==> config.mk <==
export PLATFORM = sky130hd
export DESIGN_NAME = ppfs_port_pin_function_select
export DESIGN_NICKNAME = d
export VERILOG_FILES = /design/src/include/ppfs_pkg.sv /design/src/core/ppfs_port_pin_function_select.sv /design/src/core/ppfs_pin_cell.sv
export SDC_FILE = /design/constraint.sdc
export NUM_CORES = 1
export LEC_CHECK = 0
export BUFFER_PORTS_ARGS = -buffer_cell sky130_fd_sc_hd__clkbuf_2
export CAP_MARGIN = 10
export CORE_ASPECT_RATIO = 1.1
export CORE_MARGIN = 1.5
export CORE_UTILIZATION = 36
export CTS_CLUSTER_SIZE = 25
export DETAILED_ROUTE_END_ITERATION = 10
export PLACE_DENSITY = 0.75
export SETUP_SLACK_MARGIN = 0.2
export SYNTH_ARGS = -nofsm -noshare
export SYNTH_HDL_FRONTEND = slang
export SYNTH_SLANG_ARGS = --single-unit
==> constraint.sdc <==
create_clock -name mclk -period 0.8 [get_ports mclk]
set_input_delay 0.16 -clock mclk [delete_from_list [all_inputs] [get_ports mclk]]
set_output_delay 0.16 -clock mclk [all_outputs]
set_load 0.1 [all_outputs]
==> src/include/ppfs_pkg.sv <==
package ppfs_pkg;

  // Output select field layout
  localparam int SEL_W = 4;
  localparam int SEL_EN_BIT = 3;
  localparam logic [SEL_W-1:0] SEL_RESET = 4'h0;

  // Output choices in the low two bits
  localparam logic [1:0] OUT_SEL0 = 2'h0;
  localparam logic [1:0] OUT_SEL1 = 2'h1;
  localparam logic [1:0] OUT_SEL2 = 2'h2;
  localparam logic [1:0] OUT_SEL3 = 2'h3;

  localparam int P6_PINS = 4;

  // Peripheral outputs offered to the port 6 pins
  typedef struct packed {
    logic ccunit3_ch2_out;
    logic ccunit3_ch1_out;
    logic timer3_toggle_out;
    logic timer6_toggle_out;
    logic analog_mux_ctrl0;
    logic analog_mux_ctrl1;
    logic analog_mux_ctrl2;
    logic debug_break_out;
    logic serial_select_out0;
    logic serial_shift_clock_out;
    logic serial_shift_data_out;
  } ppfs_periph_out_t;

  // Pin input functions delivered to peripherals
  typedef struct packed {
    logic serial_control_in_d;
    logic converter_trigger_f;
    logic serial_clock_in_c;
    logic converter_trigger_e;
    logic ccunit3_trap_in;
    logic serial_data_in_a;
    logic event_request1_in6;
    logic converter_gate_g;
    logic serial_data_in_e;
  } ppfs_periph_in_t;

  // Per-pin hardware takeover of the output
  typedef struct packed {
    logic [P6_PINS-1:0] hw_en;
    logic [P6_PINS-1:0] hw_val;
  } ppfs_hw_ctrl_t;

endpackage

==> src/core/ppfs_port_pin_function_select.sv <==
`timescale 1ns/1ps
`default_nettype none
// Functional notes
// - The low two bits of a pin's output select field pick its driving output; bit 2 is ignored.
// - A hardware-controlled output overrides the software select field.
// - The debug reset input is sampled at power-on reset release; high enables on-chip debug.
// - Port 6 bit 3 offers port data, ccunit3 ch2, timer3 toggle, serial select; feeds two inputs.
// - Port 6 bit 2 offers port data, mux ctrl2, timer6 toggle, shift clock; feeds clock input.
// - Port 6 bit 1 offers port data, mux ctrl1, timer3 toggle, shift data; feeds four inputs.
// - Port 6 bit 0 offers port data, mux ctrl0, ccunit3 ch1, debug break; feeds two inputs.
// - Port 5 bits 0 and 1 are input only with readable value.
module ppfs_port_pin_function_select
(
  input wire logic mclk,
  input wire logic rst_n,
  input wire logic power_on_reset_in,
  input wire logic debug_reset_in,
  input wire logic factory_test_enable,
  input wire logic [ppfs_pkg::SEL_W-1:0] port_io_control [ppfs_pkg::P6_PINS],
  input wire logic [ppfs_pkg::P6_PINS-1:0] port6_data_out,
  input wire ppfs_pkg::ppfs_periph_out_t periph_out,
  input wire ppfs_pkg::ppfs_hw_ctrl_t hardware_driven_output,
  input wire logic [ppfs_pkg::P6_PINS-1:0] port6_pad_in,
  output logic [ppfs_pkg::P6_PINS-1:0] port6_pad_out,
  output logic [ppfs_pkg::P6_PINS-1:0] port6_pad_oe,
  input wire logic [1:0] port5_pad_in,
  output logic [ppfs_pkg::P6_PINS-1:0] port6_in_value,
  output logic [1:0] port5_in_value,
  output ppfs_pkg::ppfs_periph_in_t periph_in,
  output logic onchip_debug_enable,
  output logic factory_test_active,
  output logic debug_reset_active
);

  logic [3:0] choice [ppfs_pkg::P6_PINS];
  logic [ppfs_pkg::P6_PINS-1:0] p6_lvl;
  logic p5s1_r [2];
  logic [1:0] p5s2_r;

  // Pin synchronisers; logic reads only the second stage
  logic por_s1_r;
  logic por_s2_r;
  logic por_d_r;
  logic por_rise;

  logic dbg_s1_r;
  logic dbg_s2_r;
  logic tst_s1_r;
  logic tst_s2_r;

  // Menu order is fixed: index 0 is always the port's own data
  // Shared by all four pins so the index order cannot drift
  function automatic logic [3:0] pin_menu
  (
    input var logic src3,
    input var logic src2,
    input var logic src1,
    input var logic port_bit
  );
    pin_menu = {src3, src2, src1, port_bit};
  endfunction

  // Per-pin output menus, index = low select bits
  always_comb
  begin
    choice[3] = pin_menu(periph_out.serial_select_out0, periph_out.timer3_toggle_out,
                         periph_out.ccunit3_ch2_out, port6_data_out[3]);
    choice[2] = pin_menu(periph_out.serial_shift_clock_out, periph_out.timer6_toggle_out,
                         periph_out.analog_mux_ctrl2, port6_data_out[2]);
    choice[1] = pin_menu(periph_out.serial_shift_data_out, periph_out.timer3_toggle_out,
                         periph_out.analog_mux_ctrl1, port6_data_out[1]);
    choice[0] = pin_menu(periph_out.debug_break_out, periph_out.ccunit3_ch1_out,
                         periph_out.analog_mux_ctrl0, port6_data_out[0]);
  end

  for (genvar i = 0; i < ppfs_pkg::P6_PINS; i++)
  begin : g_pin
    ppfs_pin_cell u_cell
    (
      .mclk(mclk),
      .rst_n(rst_n),
      .pin_output_select(port_io_control[i]),
      .out_choice(choice[i]),
      .hw_en(hardware_driven_output.hw_en[i]),
      .hw_val(hardware_driven_output.hw_val[i]),
      .pad_in(port6_pad_in[i]),
      .pad_out(port6_pad_out[i]),
      .pad_oe(port6_pad_oe[i]),
      .in_level(p6_lvl[i])
    );
  end

  // Readable level is the very sample the peripherals see
  assign port6_in_value = p6_lvl;

  // Input fan-out does not depend on select
  // Trap and triggers share one sample with the data input, no skew
  always_comb
  begin
    periph_in.serial_control_in_d = p6_lvl[3];
    periph_in.converter_trigger_f = p6_lvl[3];
    periph_in.serial_clock_in_c = p6_lvl[2];
    periph_in.converter_trigger_e = p6_lvl[1];
    periph_in.ccunit3_trap_in = p6_lvl[1];
    periph_in.serial_data_in_a = p6_lvl[1];
    periph_in.event_request1_in6 = p6_lvl[1];
    periph_in.converter_gate_g = p6_lvl[0];
    periph_in.serial_data_in_e = p6_lvl[0];
  end

  // Port 5: input only, no driver exists at all
  always_ff @(posedge mclk or negedge rst_n)
  begin
    if (!rst_n)
    begin
      p5s1_r[0] <= 1'b0;
      p5s1_r[1] <= 1'b0;
    end
    else
    begin
      p5s1_r[0] <= port5_pad_in[0];
      p5s1_r[1] <= port5_pad_in[1];
    end
  end

  // Second stage is the readable value
  always_ff @(posedge mclk or negedge rst_n)
  begin
    if (!rst_n)
      p5s2_r <= 2'h0;
    else
      p5s2_r <= {p5s1_r[1], p5s1_r[0]};
  end

  assign port5_in_value = p5s2_r;

  // Power-on reset pin, two stages
  always_ff @(posedge mclk or negedge rst_n)
  begin
    if (!rst_n)
    begin
      por_s1_r <= 1'b0;
      por_s2_r <= 1'b0;
    end
    else
    begin
      por_s1_r <= power_on_reset_in;
      por_s2_r <= por_s1_r;
    end
  end

  // One more stage gives the rising edge
  always_ff @(posedge mclk or negedge rst_n)
  begin
    if (!rst_n)
      por_d_r <= 1'b0;
    else
      por_d_r <= por_s2_r;
  end

  // Debug reset pin, two stages
  always_ff @(posedge mclk or negedge rst_n)
  begin
    if (!rst_n)
    begin
      dbg_s1_r <= 1'b0;
      dbg_s2_r <= 1'b0;
    end
    else
    begin
      dbg_s1_r <= debug_reset_in;
      dbg_s2_r <= dbg_s1_r;
    end
  end

  assign por_rise = por_s2_r & ~por_d_r;

  // Strap caught on the reset's rising edge; sync delay matches on both paths
  always_ff @(posedge mclk or negedge rst_n)
  begin
    if (!rst_n)
    begin
      onchip_debug_enable <= 1'b0;
    end
    else if (por_rise)
    begin
      onchip_debug_enable <= dbg_s2_r;
    end
    else if (!por_s2_r)
    begin
      // Limitation: a short power-on dip drops debug until the next capture
      onchip_debug_enable <= 1'b0;
    end
  end

  // Debug system held in reset while input low; board must pulse it low once
  assign debug_reset_active = ~dbg_s2_r;

  // Test pin observed only; low means factory test, outside normal use
  // Reset high so factory test never looks active out of reset
  always_ff @(posedge mclk or negedge rst_n)
  begin
    if (!rst_n)
    begin
      tst_s1_r <= 1'b1;
      tst_s2_r <= 1'b1;
    end
    else
    begin
      tst_s1_r <= factory_test_enable;
      tst_s2_r <= tst_s1_r;
    end
  end

  assign factory_test_active = ~tst_s2_r;

endmodule
`default_nettype wire

==> src/core/ppfs_pin_cell.sv <==
`timescale 1ns/1ps
`default_nettype none
module ppfs_pin_cell
(
  input wire logic mclk,
  input wire logic rst_n,
  input wire logic [ppfs_pkg::SEL_W-1:0] pin_output_select,
  input wire logic [3:0] out_choice,
  input wire logic hw_en,
  input wire logic hw_val,
  input wire logic pad_in,
  output logic pad_out,
  output logic pad_oe,
  output logic in_level
);

  logic sync1_r;
  logic sync2_r;

  // Two stages before any reader sees the pad
  always_ff @(posedge mclk or negedge rst_n)
  begin
    if (!rst_n)
    begin
      sync1_r <= 1'b0;
      sync2_r <= 1'b0;
    end
    else
    begin
      sync1_r <= pad_in;
      sync2_r <= sync1_r;
    end
  end

  assign in_level = sync2_r;

  always_ff @(posedge mclk or negedge rst_n)
  begin
    if (!rst_n)
    begin
      pad_out <= 1'b0;
      pad_oe <= 1'b0;
    end
    else if (hw_en)
    begin
      pad_out <= hw_val;
      pad_oe <= 1'b1;
    end
    else
    begin
      // Bit 2 ignored: low two bits pick the source
      pad_out <= out_choice[pin_output_select[1:0]];
      pad_oe <= pin_output_select[ppfs_pkg::SEL_EN_BIT];
    end
  end

endmodule
`default_nettype wire

==> results of run 1 <==
cell type report:
| class | instances | share of cell area [%] |
|---|---|---|
| Inverter | 6 | 1.49 |
| Multi-Input combinational cell | 26 | 14.7 |
| Clock buffer | 4 | 1.80 |
| Tap cell | 33 | 2.05 |
| Sequential cell | 28 | 35.6 |
| Timing Repair Buffer | 85 | 44.4 |
worst paths after layout:
kind	endpoint	slack, ns	cells after the start
min reg2reg	por_s2_r$_DFF_PN0_	0.36	0
max in group asynchronous	tst_s2_r$_DFF_PN1_	0.27	3
min in group asynchronous	g_pin[2].u_cell.pad_out$_DFF_PN0_	0.30	3
min	g_pin[2].u_cell.pad_oe$_DFF_PN0_	0.02	2
max	factory_test_active	-0.51	2
max reg2reg	onchip_debug_enable$_DFFE_PN0P_	-0.22	4
where the power goes:
| group | switching, mW | internal, mW |
|---|---|---|
| sequential | 0.0728 | 1.51 |
| combinational | 0.761 | 0.496 |
| clock | 0.372 | 0.278 |
cells by family after synthesis:
logic type / Yosys count / share of synthesized area, %
DFF: 28 / 65.1
buffers and inverters: 27 / 16.7
and+or+nand+nor: 13 / 6.60
AOI/OAI and AO/OA: 8 / 6.95
muxes: 5 / 4.64
critical path, stage by stage, from the launching register on:
cell and delay (ns):
dfstp_2 0.57, clkinvlp_4 0.10, buf_12 0.17
flip-flops by register name, summed over array words and instances, names as in the netlist:
register	count
g_pin.u_cell.in_level	4
g_pin.u_cell.pad_oe	4
g_pin.u_cell.pad_out	4
g_pin.u_cell.sync1_r	4
p5s1_r	2
port5_in_value	2
dbg_s1_r	1
dbg_s2_r	1
onchip_debug_enable	1
por_d_r	1
por_s1_r	1
por_s2_r	1
tst_s1_r	1
tst_s2_r	1
layout by cell type, fill, tap and decap left out:
cell / netlist / layout
nor2b_4: 0 / 4
or2_2: 4 / 4
clkinvlp_4: 0 / 2
dlygate4sd3_1: 0 / 10
nor2_1: 4 / 4
clkbuf_4: 0 / 3
dfrtp_1: 26 / 20
buf_4: 21 / 1
mux2i_1: 5 / 5
dfrtp_2: 0 / 3
clkbuf_8: 0 / 1
a311oi_1: 4 / 4
dfrtp_4: 0 / 3
clkbuf_2: 0 / 45
buf_6: 0 / 2
buf_12: 0 / 27
nor2b_1: 5 / 1
a2111oi_4: 0 / 4
inv_1: 6 / 4
dfstp_2: 2 / 2
repair_timing:
item / 4_1_cts / 5_1_grt
hold endpoints to repair: 37 / 1
resized for setup: 1 / 1
setup endpoints to repair: 27 / 27
setup buffers: 1 / 1
layer usage:
layer	track usage, %	vias to the layer above
li1	-	383
met1	11.2	386
met2	28.9	43
met3	5.33	4
met4	9.06	0
met5	0	-
stage by stage:
step / area (um^2) / instances / power (mW) / setup slack, ns / hold WS [ns]
floorplan: 1390 / 81 / 2.47 / -0.281 / -0.136
global placement: 1860 / 166 / 2.80 / -0.135 / 0.106
detailed placement: 1860 / 166 / 2.82 / -0.144 / 0.108
CTS: 2010 / 181 / 3.53 / -0.518 / 0.00800
global route: 2020 / 182 / 3.66 / -0.580 / -0.00279
finish: 2020 / 182 / 3.49 / -0.514 / 0.0234
==> out/results.txt, run 1 <==
Largest clock skew in the final design = 0.00204 ns
Area of the core = 2800 um^2
Path type of the worst min-delay path = in -> reg
Largest area contributor in the netlist = dfrtp_1
Port Buf Inserts = 71
Post-route setup TNS = -9.12 ns
Detailed-placement wirelength estimate = 1.78 mm
Pwr dens = 1730 nW/um^2
Beginning of the critical path = tst_s2_r$_DFF_PN1_
Final number of hold-violating endpoints = 0
Number of setup violations in the final report = 27
Antenna diode count = 0
Vertical die dimension = 60.4 um
Relative slew slack = 83.1%
Startpoint of the worst register-to-register path = onchip_debug_enable$_DFFE_PN0P_
Clock slew seen by the registers of the worst setup and hold paths = 0.14 ns
Hold_sp = port_io_control[7]
Biggest area contributors in the synthesized netlist = dfrtp_1, buf_4, dfstp_2, mux2i_1, a2111oi_1
Capturing element type of the critical path = output port
Mean routed wirelength per cell = 12.1 um
Remaining routing DRC violations = 0
Crit start category = flip-flop
Fraction of post-synthesis cell area in the top cell type by area = 60.3%
Final Core Density = 72.0%
First-iteration detailed-routing DRC count = 5
TritonCTS Sinks = 28
Uppermost signal routing layer after detailed routing = met4
Run status = finished with violations
Post-synth top flop = dfrtp_1
Register bit total from synthesis = 28
Post-route met1 wirelength = 597 um
Number of enable-type register cells in the synthesized netlist = 0
Number of antenna violations at the first check in global routing = 0
Crit path time final = 1.31 ns
Top cell types by occurrence after synthesis = dfrtp_1, buf_4, inv_1
Die X = 55.2 um
Num ports = 76
Warnings from Yosys = 0
Library cell used as clock root buffer = clkbuf_4
Antenna-violating nets left = 0
Worst setup slack after layout = -0.514 ns
Max clock buf depth = 2
Worst-case vdd ir drop = 1.22 mV
DIE AREA = 3340 um^2
Cell leakage power = 0.948 nW
Combined flip-flop and latch cell area = 718 um^2
Routed length on met3 = 196 um
Average cell area after synthesis = 13.3 um^2
RSZ-0062 raised after global routing = true
Arrival time of data at the critical path endpoint = 1.15 ns
Total wirelength of the detailed-routed design = 2.20 mm
Share of the clock period used by the worst path after layout = 164%
Post-synthesis instance area = 1080 um^2
First-pass GRT wire length = 3.57 mm
Met2 routed wirelength = 1.37 mm
Area of combinational cells with multiple inputs = 297 um^2
GPL Wtd Cong = 0.752
Number of global-route vias before repair = 908
Share of synthesized flip-flops with an asynchronous set or reset = 100%
Upper clock frequency limit = 761 MHz
DRT Pass-1 Iters = 2
Via density = 4.48
Clock latency on the worst-skew pair = 0.31 ns
Effective utilization at floorplan = 38.5%
Gate count of the mapped netlist = 81
Startpoint-to-endpoint class of the critical path = reg -> out
Number of clock buffers inserted by TritonCTS = 3
Failing checks = negative setup slack
Pins over their slew limit = 0
Share of the yosys chip area belonging to registers = 65.1%
Via count = 816
Residual overflow from global routing = 0
Maximum number of pins on one net before global-route repair = 24
Overall fraction of global-route tracks in use = 14.1%
Count of H-tree levels built during CTS = 1
Actual transition at the worst max-transition pin = 0.252 ns
Max Cap Viol = 0
CTS Hold Buffers Added = 10
Number of fillers in the final layout = 193
Ratio of cells with drive above 1 in the final layout = 67.8%
Clock tree from TritonCTS = done
Area added between synthesis and finish = 86.9%
Most instantiated library cell after synthesis = dfrtp_1
Count of distinct cell types in the synthesized netlist = 10
Count of standard-cell rows = 20
Maximum net fanout on the critical path = 1
Final-stage net count = 200
Endpoint required time on the critical path = 0.64 ns
Post-Synthesis Net Count = 131
No activity file was read; power rests on OpenSTA's default activity.
==> inputs of run 2 (changes only) <==
--- a/config.mk
+++ b/config.mk
@@ -9,10 +9,10 @@
 export CAP_MARGIN = 10
 export CORE_ASPECT_RATIO = 1.1
 export CORE_MARGIN = 1.5
-export CORE_UTILIZATION = 36
+export CORE_UTILIZATION = 40
 export CTS_CLUSTER_SIZE = 25
 export DETAILED_ROUTE_END_ITERATION = 10
-export PLACE_DENSITY = 0.75
+export PLACE_DENSITY = 0.78
 export SETUP_SLACK_MARGIN = 0.2
 export SYNTH_ARGS = -nofsm -noshare
 export SYNTH_HDL_FRONTEND = slang
==> constraint.sdc (replaced) <==
create_clock -name mclk -period 1.45 [get_ports mclk]
set_input_delay 0.29 -clock mclk [delete_from_list [all_inputs] [get_ports mclk]]
set_output_delay 0.29 -clock mclk [all_outputs]
set_load 0.1 [all_outputs]
==> out/results.txt, run 2 (synthesis gave the netlist of run 1 again) <==
Number of buffer and inverter instances along the worst setup path = 2
DIE AREA = 3020 um^2
GPL Wtd Cong = 0.705
Sequential cell fraction of total power = 48.8%
Number of fillers in the final layout = 202
Kind of cell adding the most delay to the critical path = flip-flops
Number of antenna violations at the first check in global routing = 0
Upper clock frequency limit = 731 MHz
Antenna diode count = 0
Antenna-violating nets left = 0
Area of the core = 2520 um^2
Pwr dens = 1050 nW/um^2
Residual overflow from global routing = 0
Most common cell after layout, fill and taps aside = clkbuf_2
Final Core Density = 67.1%
Largest clock skew in the final design = 0.00863 ns
Number of clock buffers inserted by TritonCTS = 3
Crit-path slowest cell = dfstp_2
Overall fraction of global-route tracks in use = 15.4%
Maximum net fanout on the critical path = 1
Worst-case vdd ir drop = 1.03 mV
Share of the clock period used by the worst path after layout = 94.4%
Library cell used as clock root buffer = clkbuf_4
Cell leakage power = 0.841 nW
Cell chain of the critical path = inv_2 > clkbuf_16
Total internal power = 1.14 mW
First-pass GRT wire length = 3.42 mm
Maximum cell stage delay along the critical path = 0.55 ns
Area added between synthesis and finish = 56.5%
First-iteration detailed-routing DRC count = 15
Count of standard-cell rows = 19
TritonCTS Sinks = 28
Pins over their slew limit = 0
Detailed-placement wirelength estimate = 1.73 mm
Post-route setup TNS = 0 ns
Num ports = 76
Mean routed wirelength per cell = 12.7 um
Number of setup violations in the final report = 0
Path type of the worst min-delay path = in -> reg
Port Buf Inserts = 71
Actual transition at the worst max-transition pin = 0.367 ns
Total wirelength of the detailed-routed design = 2.14 mm
Clock tree from TritonCTS = done
Finished Layout Cells = 169
Final standard cell area without fillers = 1690 um^2
Via count = 766
Net load switching power = 631 uW
Clock slew seen by the registers of the worst setup and hold paths = 0.13 ns
Crit start category = flip-flop
Capturing element type of the critical path = output port
RSZ-0062 raised after global routing = true
Total placed cells including tap cells = 164
Remaining routing DRC violations = 0
Area post-placement = 1470 um^2
Max Cap Viol = 0
Vertical die dimension = 57.5 um
Startpoint-to-endpoint class of the critical path = reg -> out
Ratio of cells with drive above 1 in the final layout = 63.8%
Most used cells in the layout excluding fill and tap cells = clkbuf_2, dfrtp_1, buf_12
Via density = 4.53
Logic pwr share = 33.7%
Arrival time of data at the critical path endpoint = 1.08 ns
Switching portion of total power = 35.7%
Final-stage net count = 189
Effective utilization at floorplan = 42.9%
Setup Buffers After CTS = 0
Die X = 52.5 um
Crit path time final = 1.37 ns
Clock share of power = 17.5%
Clock latency on the worst-skew pair = 0.31 ns
Max clock buf depth = 2
Count of H-tree levels built during CTS = 1
Endpoint required time on the critical path = 1.16 ns
DRT Pass-1 Iters = 2
Run status = completed
Number of global-route vias before repair = 850
Final number of hold-violating endpoints = 0
Relative slew slack = 75.5%
Maximum number of pins on one net before global-route repair = 17
run 2: cell type report:
cell class                      instances  area [um^2]  area share [%]
Tap cell                               31         38.8            2.29
Sequential cell                        28          708            41.9
Clock buffer                            4         26.3            1.55
Multi-Input combinational cell         26          196            11.6
Inverter                                6         22.5            1.33
Timing Repair Buffer                   74          698            41.3
run 2: worst paths after layout:
kind / cells past startpoint / start / slack (ns) / end
max reg2reg: 2 / onchip_debug_enable$_DFFE_PN0P_ / 0.66 / onchip_debug_enable$_DFFE_PN0P_
min in group asynchronous: 2 / rst_n / 0.39 / dbg_s2_r$_DFF_PN0_
min: 1 / factory_test_enable / 0.05 / tst_s1_r$_DFF_PN1_
max: 2 / tst_s2_r$_DFF_PN1_ / 0.08 / factory_test_active
max in group asynchronous: 3 / rst_n / 0.54 / tst_s1_r$_DFF_PN1_
min reg2reg: 0 / g_pin[2].u_cell.sync1_r$_DFF_PN0_ / 0.36 / g_pin[2].u_cell.in_level$_DFF_PN0_
run 2: power by group through the flow:
stage	clock network, mW	logic [mW]	registers (mW)
2_1_floorplan	0	0.378	0.888
3_3_place_gp	0	0.528	0.861
3_5_place_dp	0	0.538	0.865
4_1_cts	0.320	0.580	0.858
5_1_grt	0.350	0.620	0.868
6_report	0.309	0.596	0.862
run 2: repair_timing:
item / in CTS / in global routing
endpoints found under the setup margin: 20 / 24
endpoints found under the hold margin: 13 / 0
resized for setup: 35 / 14
pin swaps: 0 / 0
hold buffers: 1 / 0
run 2: per-layer routing:
metal  wire length [um]  vias to the layer above  track usage (%)
met5                  0                        -                0
met4                 21                        0             6.23
met3                153                        4             3.93
met2               1330                       42             29.8
met1                635                      358             14.7
li1                   -                      362                -
run 2: stage by stage:
step                      worst slack [ns]  hold slack, ns  power (mW)
after detailed placement             0.277           0.222        1.40
after floorplan                      0.215        -0.00559        1.27
after global placement               0.277           0.206        1.39
after CTS                           0.0755          0.0381        1.76
after global routing                0.0335          0.0191        1.84
final                               0.0818          0.0463        1.77
